`src/core/can_mode_cfg.svh`:
```
`ifndef CAN_MODE_CFG_SVH
`define CAN_MODE_CFG_SVH
// Timing constants
`define CLK_MHZ            200
`define TXDOM_LIMIT_US     2000
`define TXDOM_LIMIT_CYC    (`TXDOM_LIMIT_US * `CLK_MHZ)
`define DET_FILT_CYC       32'd2000
`define REC_FILT_CYC       32'd4000
`define WAKE_FILT_CYC      32'd1000
`define L_FAULT_TMO_CYC    32'd2000
// Failure indices (failure n sits at bit n-1)
`define FAIL_H_OPEN        0
`define FAIL_L_OPEN        1
`define FAIL_H_BATT        2
`define FAIL_L_GND         3
`define FAIL_H_GND         4
`define FAIL_L_BATT        5
`define FAIL_SHORT         6
`define FAIL_H_PSUP        7
`define NUM_FAIL           8
// Mode codes as written by software
`define MODE_STBY          3'h0
`define MODE_FULL_STD      3'h1
`define MODE_FULL_EXT      3'h2
`define MODE_RXO_STD       3'h3
`define MODE_RXO_EXT       3'h4
`endif

```
`src/core/can_mode_pkg.sv`:
```
package can_mode_pkg;
  // Effective transceiver mode
  typedef enum logic [1:0]
  {
    XCVR_STBY = 2'b00,
    XCVR_FULL = 2'b01,
    XCVR_RXO  = 2'b10
  } xcvr_mode_t;
  // System controller mode
  typedef enum logic [2:0]
  {
    SYS_NREQ  = 3'b000,
    SYS_NORM  = 3'b001,
    SYS_STBY  = 3'b010,
    SYS_SLEEP = 3'b011,
    SYS_EMERG = 3'b100
  } sys_mode_t;
endpackage : can_mode_pkg

```
`src/core/evt_fifo_if.sv`:
```
`timescale 1ns/10ps
// Event word path into the flag FIFO
interface evt_fifo_if #(parameter int W = 8);
  logic         in_valid;
  logic         in_ready;
  logic [W-1:0] in_data;
  logic         out_valid;
  logic         out_ready;
  logic [W-1:0] out_data;
  modport src  (output in_valid, output in_data, input in_ready,
                input out_valid, input out_data, output out_ready);
  modport fifo (input in_valid, input in_data, output in_ready,
                output out_valid, output out_data, input out_ready);
endinterface : evt_fifo_if

```
`src/core/evt_fifo.sv`:
```
`timescale 1ns/10ps
// Small synchronous FIFO for failure event words
module evt_fifo #(
  parameter int W     = 8,
  parameter int DEPTH = 8
) (
  input  wire logic CLK,   // Clock
  input  wire logic RST,   // Sync reset
  evt_fifo_if.fifo  f      // Event path
);
  localparam int AW = $clog2(DEPTH);
  logic [W-1:0] mem [DEPTH];
  logic [AW-1:0] wp_r;
  logic [AW-1:0] rp_r;
  logic [AW:0]   cnt_r;
  wire  push = f.in_valid && f.in_ready;
  wire  pop  = f.out_valid && f.out_ready;
  // Full and empty from occupancy count
  assign f.in_ready  = (cnt_r != (AW+1)'(DEPTH));
  assign f.out_valid = (cnt_r != '0);
  assign f.out_data  = mem[rp_r];
  // Storage and pointers
  always_ff @(posedge CLK)
  begin
    if (RST)
    begin
      wp_r  <= '0;
      rp_r  <= '0;
      cnt_r <= '0;
    end
    else
    begin
      if (push)
      begin
        mem[wp_r] <= f.in_data;
        wp_r      <= (wp_r == AW'(DEPTH-1)) ? '0 : wp_r + AW'(1);
      end
      if (pop)
        rp_r <= (rp_r == AW'(DEPTH-1)) ? '0 : rp_r + AW'(1);
      cnt_r <= cnt_r + (AW+1)'(push) - (AW+1)'(pop);
    end
  end
endmodule : evt_fifo

```
`src/core/can_mode_ctrl.sv`:
```
`timescale 1ns/10ps
`include "can_mode_cfg.svh"
// Notes on behaviour
// - No failure: RX follows differential receiver
// - RX-only: TX off, RX = TX or bus
// - Failure detection alike in full, RX-only
// - Eight failure types numbered one to eight
// - Failures 3/6 filtered on detect and recover
// - Failures 4/7: low driver, termination off
// - 4/7 recovery after recessive differential filter
// - Failure sets flag, maskable interrupt
// - Recovered flag clears only after read
// - TX dominant over 2 ms disables drivers
// - Over-temperature disables transmitter only
// - Software selects mode; encodings equivalent
// - Full mode: transmit, receive, detection
// - Stand-by: wake plus failures 3,4,7,8
// - Stand-by entered and left by command
// - Low power: dominant wake line wakes
// - Wake: interrupt or normal request; record
// - Wake level must persist filter time
// - Power-up: normal request, bus stand-by
// - Supply undervoltage forces bus stand-by
// - Five system modes supported
// - Switch and driver actions per failure
// - Supply off: stand-by until reconfigured
// - Active modes only in system normal
module can_mode_ctrl #(
  parameter int TXDOM_CYC   = `TXDOM_LIMIT_CYC,
  parameter int DET_CYC     = `DET_FILT_CYC,
  parameter int REC_CYC     = `REC_FILT_CYC,
  parameter int WAKE_CYC    = `WAKE_FILT_CYC,
  parameter int LTMO_CYC    = `L_FAULT_TMO_CYC,
  parameter int FIFO_DEPTH  = 8
) (
  input  wire logic       CLK,           // 200 MHz clock
  input  wire logic       RST,           // Sync reset, power-on
  input  wire logic       TX_DOM,        // Controller transmit dominant
  output logic            RX_DOM,        // Receive dominant to controller
  input  wire logic       DIFF_DOM,      // Differential receiver dominant
  input  wire logic       H_DOM,         // High-wire single receiver dominant
  input  wire logic       DIFF_BELOW_REC,// Differential below recessive threshold
  input  wire logic [7:0] FAIL_CMP,      // Raw failure comparators, bit n-1 = failure n
  input  wire logic       WAKE_H,        // High wake-line dominant
  input  wire logic       WAKE_L,        // Low wake-line dominant
  input  wire logic       OVER_TEMP,     // Junction over-temperature
  input  wire logic       PSUP_UV,       // Peripheral supply undervoltage
  input  wire logic       MODE_WR,       // Control register write strobe
  input  wire logic [2:0] MODE_WDATA,    // Mode code written
  input  wire logic [2:0] SYS_MODE,      // System mode request
  input  wire logic       FLAG_RD,       // Error status read strobe
  input  wire logic       WAKE_RD,       // Wake status read strobe
  input  wire logic [7:0] FAIL_MASK,     // Interrupt enable per failure
  output logic [1:0]      XCVR_MODE,     // Effective transceiver mode
  output logic [2:0]      SYS_STATE,     // System mode
  output logic            H_DRV_EN,      // High driver enable
  output logic            L_DRV_EN,      // Low driver enable
  output logic            H_TERM_GND_ON, // High termination ground switch
  output logic            L_TERM_ON,     // Low termination switches
  output logic            SINGLE_WIRE,   // Single-wire reception active
  output logic [3:0]      ERR_HI,        // Error status high, failures 8..5
  output logic [3:0]      ERR_LO,        // Error status low, failures 4..1
  output logic            WAKE_FLAG,     // Bus wake recorded
  output logic            INT_REQ,       // Interrupt request
  output logic            TXDOM_TMO      // Transmit stuck-dominant flag
);
  localparam int CW = 32;
  // Mode register and system state
  can_mode_pkg::xcvr_mode_t mode_r, mode_nxt;
  can_mode_pkg::sys_mode_t  sys_r,  sys_nxt;
  logic [CW-1:0]            txc_r;
  logic                     txlock_r;
  logic [CW-1:0]            wk_r;
  logic                     wake_r;
  logic [7:0]               act_r;
  logic [7:0]               flag_r;
  logic [7:0]               seen_r;
  logic                     rx_r;
  logic [2:0]               sysreq_r;
  logic [7:0]               fifo_ev;
  evt_fifo_if #(.W(8)) ev ();
  // Mode decode of written code, both encodings equal
  wire wr_full  = (MODE_WDATA == `MODE_FULL_STD) || (MODE_WDATA == `MODE_FULL_EXT);
  wire wr_rxo   = (MODE_WDATA == `MODE_RXO_STD)  || (MODE_WDATA == `MODE_RXO_EXT);
  wire sys_norm = (sys_r == can_mode_pkg::SYS_NORM);
  wire standby  = (mode_r == can_mode_pkg::XCVR_STBY);
  wire rxo      = (mode_r == can_mode_pkg::XCVR_RXO);
  wire fdet_all = !standby;
  // Enable mask: stand-by keeps only failures 3, 4, 7, 8
  wire [7:0] stby_mask = (8'h1 << `FAIL_H_BATT) | (8'h1 << `FAIL_L_GND)
                       | (8'h1 << `FAIL_SHORT)  | (8'h1 << `FAIL_H_PSUP);
  wire [7:0] det_en = fdet_all ? 8'hff : stby_mask;
  // Next transceiver mode
  always_comb
  begin
    mode_nxt = mode_r;
    if (MODE_WR && wr_full)
      mode_nxt = can_mode_pkg::XCVR_FULL;
    else if (MODE_WR && wr_rxo)
      mode_nxt = can_mode_pkg::XCVR_RXO;
    else if (MODE_WR)
      mode_nxt = can_mode_pkg::XCVR_STBY;
    if (PSUP_UV || !sys_norm)
      mode_nxt = can_mode_pkg::XCVR_STBY;
  end
  // Next system mode; bus wake from sleep goes to normal request
  always_comb
  begin
    sys_nxt = sys_r;
    // Only a changed request is taken, so a held level cannot undo a wake
    if (SYS_MODE != sysreq_r && SYS_MODE <= 3'h4)
      sys_nxt = can_mode_pkg::sys_mode_t'(SYS_MODE);
    if (wake_r && sys_r == can_mode_pkg::SYS_SLEEP)
      sys_nxt = can_mode_pkg::SYS_NREQ;
  end
  always_ff @(posedge CLK)
  begin
    if (RST)
    begin
      mode_r <= can_mode_pkg::XCVR_STBY;
      sys_r  <= can_mode_pkg::SYS_NREQ;
      sysreq_r <= can_mode_pkg::SYS_NREQ;
    end
    else
    begin
      mode_r <= mode_nxt;
      sys_r  <= sys_nxt;
      sysreq_r <= SYS_MODE;
    end
  end
  // Per-failure detect and recover, filtered for failures 3, 4, 6, 7
  genvar g;
  generate
    for (g = 0; g < `NUM_FAIL; g++)
    begin : g_fail
      logic [CW-1:0] cnt_r;
      wire filt  = (g == `FAIL_H_BATT) || (g == `FAIL_L_BATT);
      wire lflt  = (g == `FAIL_L_GND)  || (g == `FAIL_SHORT);
      wire cmp   = FAIL_CMP[g] && det_en[g];
      wire clr_c = lflt ? DIFF_BELOW_REC : !cmp;
      wire [CW-1:0] dlim = lflt ? CW'(LTMO_CYC) : CW'(DET_CYC);
      wire [CW-1:0] rlim = CW'(REC_CYC);
      always_ff @(posedge CLK)
      begin
        if (RST)
        begin
          cnt_r    <= '0;
          act_r[g] <= 1'b0;
        end
        else if (!act_r[g])
        begin
          if (!cmp)
            cnt_r <= '0;
          else if (!(filt || lflt) || cnt_r >= dlim - CW'(1))
          begin
            act_r[g] <= 1'b1;
            cnt_r    <= '0;
          end
          else
            cnt_r <= cnt_r + CW'(1);
        end
        else
        begin
          if (!clr_c)
            cnt_r <= '0;
          else if (!(filt || lflt) || cnt_r >= rlim - CW'(1))
          begin
            act_r[g] <= 1'b0;
            cnt_r    <= '0;
          end
          else
            cnt_r <= cnt_r + CW'(1);
        end
      end
      // Sticky flag: set wins, clears after read once recovered
      always_ff @(posedge CLK)
      begin
        if (RST)
        begin
          flag_r[g] <= 1'b0;
          seen_r[g] <= 1'b0;
        end
        else if (act_r[g])
        begin
          flag_r[g] <= 1'b1;
          seen_r[g] <= FLAG_RD ? 1'b1 : seen_r[g];
        end
        else
        begin
          seen_r[g] <= (FLAG_RD && flag_r[g]) ? 1'b1 : seen_r[g];
          if (seen_r[g] || FLAG_RD)
          begin
            flag_r[g] <= 1'b0;
            seen_r[g] <= 1'b0;
          end
        end
      end
      assign fifo_ev[g] = act_r[g] && !flag_r[g];
    end
  endgenerate
  // New-failure events queue toward the interrupt
  assign ev.in_valid  = |(fifo_ev & FAIL_MASK);
  assign ev.in_data   = fifo_ev & FAIL_MASK;
  assign ev.out_ready = FLAG_RD;
  evt_fifo #(.W(8), .DEPTH(FIFO_DEPTH)) u_fifo
  (
    .CLK (CLK),
    .RST (RST),
    .f   (ev)
  );
  // Stuck-dominant transmit timer
  always_ff @(posedge CLK)
  begin
    if (RST)
    begin
      txc_r    <= '0;
      txlock_r <= 1'b0;
    end
    else if (!TX_DOM)
    begin
      txc_r    <= '0;
      txlock_r <= 1'b0;
    end
    else if (txc_r >= CW'(TXDOM_CYC))
      txlock_r <= 1'b1;
    else
      txc_r <= txc_r + CW'(1);
  end
  // Wake filter, active only in bus stand-by
  wire wake_lvl = standby && (WAKE_H || WAKE_L);
  always_ff @(posedge CLK)
  begin
    if (RST)
    begin
      wk_r   <= '0;
      wake_r <= 1'b0;
    end
    else
    begin
      wk_r <= wake_lvl ? ((wk_r >= CW'(WAKE_CYC)) ? wk_r : wk_r + CW'(1)) : '0;
      if (wake_lvl && wk_r == CW'(WAKE_CYC - 1))
        wake_r <= 1'b1;
      else if (WAKE_RD)
        wake_r <= 1'b0;
    end
  end
  // Driver and termination control
  wire hfail  = act_r[`FAIL_H_BATT] || act_r[`FAIL_H_PSUP];
  wire lfail  = act_r[`FAIL_L_GND] || act_r[`FAIL_L_BATT] || act_r[`FAIL_SHORT];
  wire tx_ok  = (mode_r == can_mode_pkg::XCVR_FULL) && !txlock_r && !OVER_TEMP;
  wire sw_on  = |act_r[7:1] && fdet_all;
  wire rx_bus = sw_on ? H_DOM : DIFF_DOM;
  // Receive path registered
  always_ff @(posedge CLK)
  begin
    if (RST)
      rx_r <= 1'b0;
    else
      rx_r <= !standby && (rx_bus || (rxo && TX_DOM));
  end
  assign RX_DOM        = rx_r;
  assign XCVR_MODE     = mode_r;
  assign SYS_STATE     = sys_r;
  assign H_DRV_EN      = tx_ok && !hfail;
  assign L_DRV_EN      = tx_ok && !lfail;
  assign H_TERM_GND_ON = !hfail;
  assign L_TERM_ON     = !lfail;
  assign SINGLE_WIRE   = sw_on;
  assign ERR_HI        = flag_r[7:4];
  assign ERR_LO        = flag_r[3:0];
  assign WAKE_FLAG     = wake_r;
  assign INT_REQ       = ev.out_valid || (wake_r && sys_r != can_mode_pkg::SYS_SLEEP);
  assign TXDOM_TMO     = txlock_r;
endmodule : can_mode_ctrl

```
`config.mk`:
```
export PLATFORM = sky130hd
export DESIGN_NAME = can_mode_ctrl
export DESIGN_NICKNAME = d
export VERILOG_FILES = /design/src/core/can_mode_pkg.sv /design/src/core/evt_fifo_if.sv /design/src/core/evt_fifo.sv /design/src/core/can_mode_ctrl.sv
export VERILOG_INCLUDE_DIRS = /design/src /design/src/core
export SDC_FILE = /design/constraint.sdc
export NUM_CORES = 1
export LEC_CHECK = 0
export BUFFER_PORTS_ARGS = -buffer_cell sky130_fd_sc_hd__buf_2
export CORE_MARGIN = 2
export CORE_UTILIZATION = 55
export DETAILED_ROUTE_END_ITERATION = 8
export GPL_TIMING_DRIVEN = 1
export PLACE_DENSITY = 0.83
export RECOVER_POWER = 100
export SYNTH_ARGS = -nofsm -noshare
export SYNTH_HDL_FRONTEND = slang
export SYNTH_HIERARCHICAL = 1
export SYNTH_SLANG_ARGS = --single-unit
```
`constraint.sdc`:
```
create_clock -name CLK -period 5.2 [get_ports CLK]
set_clock_uncertainty 0.05 [all_clocks]
set_input_delay 0.78 -clock CLK [delete_from_list [all_inputs] [get_ports CLK]]
set_output_delay 0.78 -clock CLK [all_outputs]
set_load 0.1 [all_outputs]
```
-- Word level (Yosys, flattened, before mapping)
Cells that the tools add are included.
- add/sub/neg operators: 8
- $lt $le $gt $ge: 11
- eq/ne operators: 20
- muxes and demuxes: 92
- bitwise operators: 3
- reductions and logical operators: 107
- operators with widths (kind ; number):
    32-bit 2-to-1 mux ; 20
    32-bit by 1-bit adder with 32-bit output, second input constant ; 6
    32-bit by 11-bit >= comparator with 1-bit output, second input constant ; 4
    32-bit by 12-bit >= comparator with 1-bit output, second input constant ; 4
    1-bit 2-to-1 mux ; 69
    1-bit logical AND ; 38
    32-bit by 10-bit == test with 1-bit output, second input constant ; 1
    32-bit by 10-bit >= comparator with 1-bit output, second input constant ; 1
    32-bit by 19-bit >= comparator with 1-bit output, second input constant ; 1
    3-bit nonzero test ; 9
    2-bit nonzero test ; 10
    1-bit logical OR ; 17
    2-bit inequality test, second input constant ; 8
    2-bit AND reduction ; 8
    1-bit logical NOT ; 14
    3-bit by 2-bit == test with 1-bit output, second input constant ; 3
    8-bit AND ; 1
    2-bit OR reduction ; 4
    8-bit OR reduction ; 1
    7-bit OR reduction ; 1
    3-bit by 1-bit == test with 1-bit output, second input constant ; 2
    6-bit 2-to-1 mux ; 1
    4-bit by 1-bit adder with 4-bit output ; 1
    2-bit 2-to-1 mux ; 2
    other kinds (13) ; 15
- bits in registers: 231
- output and inout bits: 22
- logic and storage cells: 279

-- Depth between registers and ports, before layout
- word-level depth: 7
- depth in mapped cells: 12
- gate-level depth less buffers: 11

-- Hierarchy
Netlist, hierarchy kept.
- by module, submodules not included (module ; times used ; cells each ; area each (um^2) ; seq. area each (um^2)):
    can_mode_ctrl ; 1 ; 780 ; 7845.0 ; 4544.4
    evt_fifo ; 1 ; 171 ; 3196.8 ; 2182.1

-- Least setup slack after synthesis
Ideal clock, no wire load.
- path type: register to output
- from: register mode_r[0], in the netlist XCVR_MODE[0]
- to: output port L_DRV_EN
- arrival time: 4.496 ns
- data required time: 4.370 ns
- setup slack: -0.126 ns
- stages on the path, launching flop included: 3
- path buffers: 0
- cells stage by stage: dfxtp_1 -> or4b_2 -> nor4_1
- word-level cells in the longest chain between the ends: 4
- ends and longest elaborated chain (what ; line ; text):
    start, declared ; can_mode_ctrl.sv:69 ; can_mode_pkg::xcvr_mode_t mode_r, mode_nxt;
    start signal, assigned ; can_mode_ctrl.sv:120 ; mode_r <= can_mode_pkg::XCVR_STBY;
    start signal, assigned ; can_mode_ctrl.sv:126 ; mode_r <= mode_nxt;
    2-bit by 1-bit == test with 1-bit output ; can_mode_ctrl.sv:250 ; wire tx_ok = (mode_r == can_mode_pkg::XCVR_FULL) && !txlock_r && !OVER_TEMP;
    1-bit logical AND (2 in a row) ; can_mode_ctrl.sv:250 ;
    1-bit logical AND ; can_mode_ctrl.sv:265 ; assign L_DRV_EN = tx_ok && !lfail;
    end, declared ; can_mode_ctrl.sv:57 ; output logic L_DRV_EN,
Every way passes these cells.

-- Worst setup path in the final report
- from: register mode_r[0], in the netlist XCVR_MODE[0]
- to: output port H_DRV_EN
- word-level cells in the longest chain between the ends: 4
- ends and longest elaborated chain (what ; line ; text):
    2-bit by 1-bit == test with 1-bit output ; can_mode_ctrl.sv:250 ;
    1-bit logical AND (2 in a row) ; can_mode_ctrl.sv:250 ;
    1-bit logical AND ; can_mode_ctrl.sv:264 ; assign H_DRV_EN = tx_ok && !hfail;
    end, declared ; can_mode_ctrl.sv:56 ; output logic H_DRV_EN,
Every way passes these cells.

==> run summary <==
Status: finished, violations left
Failing checks: max-capacitance violations, max-slew violations
Pin count of the biggest net entering global routing: 36
Clock power share: 42.5%
IO buf count: 56
Final min period: 3.57 ns
Initial Utilization: 56.2%
Hold Violations, Final: 0
Pre-Repair DR Iteration Count: 4
Post-route ant nets: 0
Avg WL per Cell: 12.8 um
FP Rows: 44
Slew HR: -8.58%
Slew @ Worst Pin: 1.63 ns
DIE HEIGHT: 126 um
Cell Pwr Density: 388 nW/um^2
Hold crit path type: flop to flop
Post-CTS Resized: 0
CTS tree: done
P_leak: 3.75 nW
Placed Cells: 1109
Io pins: 57
Fill cells: 1133
Clock-pin slew on the worst setup and hold paths: 0.06 ns
Maximum VDD drop: 0.000250 V
Crit-path max FO: 7
CTS Hold Bufs: 0
Flop pwr share: 50.0%
CTS Buf Count: 23
Clk sinks: 231
Crit path DAT: 2.74 ns
Placer Congestion: 0.828
Max-Cap Viols: 1
Synthesized area: 8140 sq um
Gr ovfl total: 0
Combinational power share: 7.4%
Avg Synthesized Cell Area: 10.0 sq um
Net switching power: 839 uW
Clock Tree Buf Depth: 3
DIE WIDTH: 126 um
Internal power: 2.86 mW
Post-route insts no fill: 1147
Cells along the critical path: or4b_2 -> nor3_1 -> clkbuf_1
Iteration-0 DRC Markers: 304
Final nets: 1000
Critical path's largest stage delay: 0.88 ns
Die ar.: 15800 sq um
Startpoint Class: flop
Vias in the first global route: 5618
Critical path class: flop to output port
H-tree lvl count: 1
Slew Limit Fails: 36
N_diodes: 0
Residual DRC: 0
Switching share of power: 22.6%
Setup crit end kind: output port
CTS root buffer: clkbuf_16
Detailed Place HPWL: 9.97 mm
Synthesis-to-layout area growth: 17.4%
Core Area: 14500 sq um
CP max-delay cell: clkbuf_1
Worst Path Required: 4.37 ns
Part of the cycle the worst path needs: 68.6%
Clk_lat worst skew: 0.51 ns
Setup bufs post-CTS: 0
First-pass GRT wire length: 24.9 mm
RSZ-0062 raised after global routing: no
Vias after detailed routing: 5882
Setup tns final: 0 ns
Vias per inst: 5.13
Yosys warnings: 6
Layout cells sized above 1: 8.93%
Setup Viol. Count Final: 0
GRT Total Usage: 18.6%
Initial antenna violation count: 0
Syn Inst Count: 813
Final wirelength: 14.6 mm
Fmax: 0.280 GHz
==> power by group through the flow <==
stage / clock, mW / combinational (mW) / sequential (mW)
floorplan: 0 / 0.196 / 1.91
global placement: 0 / 0.271 / 1.89
detailed placement: 0 / 0.279 / 1.89
CTS: 1.61 / 0.280 / 1.85
global route: 1.69 / 0.305 / 1.86
finish: 1.58 / 0.275 / 1.85
==> through the flow <==
stage               hold WS, ns  total power, mW  worst slack [ns]  cell area (sq um)  util (%)
floorplan                 0.377             2.10             0.649               8450         -
global placement          0.391             2.16              2.14               8880      61.3
detailed placement        0.395             2.17              2.14               8880      61.3
CTS                       0.412             3.75              2.03               9610      66.3
global route              0.423             3.85              1.51               9560      66.0
finish                    0.410             3.70              1.63               9560      66.0
==> path summary, 6_finish.rpt <==
path                      start  cells past startpoint            endpoint  slack, ns
max                XCVR_MODE[0]                      3            H_DRV_EN       1.63
min                   txc_r[24]                      1           txc_r[24]       0.41
max reg2reg  g_fail[3].cnt_r[0]                      6  g_fail[3].cnt_r[7]       2.75
min reg2reg           txc_r[24]                      1           txc_r[24]       0.41
==> final cells by class <==
class	instances	area [sq um]	share of cell area (%)
Clock inverter	6	83.8	0.877
Tap cell	184	230	2.41
Sequential cell	231	4620	48.4
Multi-Input combinational cell	619	3650	38.2
Clock buffer	32	639	6.69
Timing Repair Buffer	60	267	2.79
Inverter	15	56.3	0.589
==> worst max-delay path, delay by kind of cell, from the launching register on <==
kind,cells,cell delay [ns]
simple gates,2,0.92
buf+inv,1,0.88
flops,1,0.45
==> layer usage <==
| metal | global-route usage (%) | share of wire [%] |
|---|---|---|
| met1 | 23.6 | 46 |
| met2 | 32.2 | 47 |
| met3 | 3.61 | 4.8 |
| met4 | 5.56 | 1.9 |
| met5 | 0 | 0 |
==> state kept, by name (all words and copies together), names as in the netlist <==
register / cells
TXDOM_TMO: 1
sysreq_r: 3
g_fail.cnt_r: 128
seen_r: 8
txc_r: 32
ERR_HI: 4
WAKE_FLAG: 1
RX_DOM: 1
act_r: 8
u_fifo/cnt_r: 4
SYS_STATE: 3
ERR_LO: 4
wk_r: 32
XCVR_MODE: 2
==> cell usage in the layout, fill, tap and decap left out, types with 4 or more instances in the layout <==
master,n
nor3b_1,13
nor3_1,37
nand2_1,57
nand4_1,9
and2_0,17
xnor2_1,29
and4_1,9
xor2_1,25
nand3_1,25
dfxtp_1,231
buf_2,33
o21ai_0,11
a31oi_1,6
clkbuf_1,33
and3_1,12
ha_1,14
inv_1,15
nor2b_1,10
a31o_2,6
clkbuf_16,23
nor2_1,86
nand2b_1,9
a21oi_1,29
and2_1,26
nor3_2,4
or3_1,5
nor4_1,46
conb_1,80
mux2i_1,6
No activity file was read; power rests on OpenSTA's default activity.
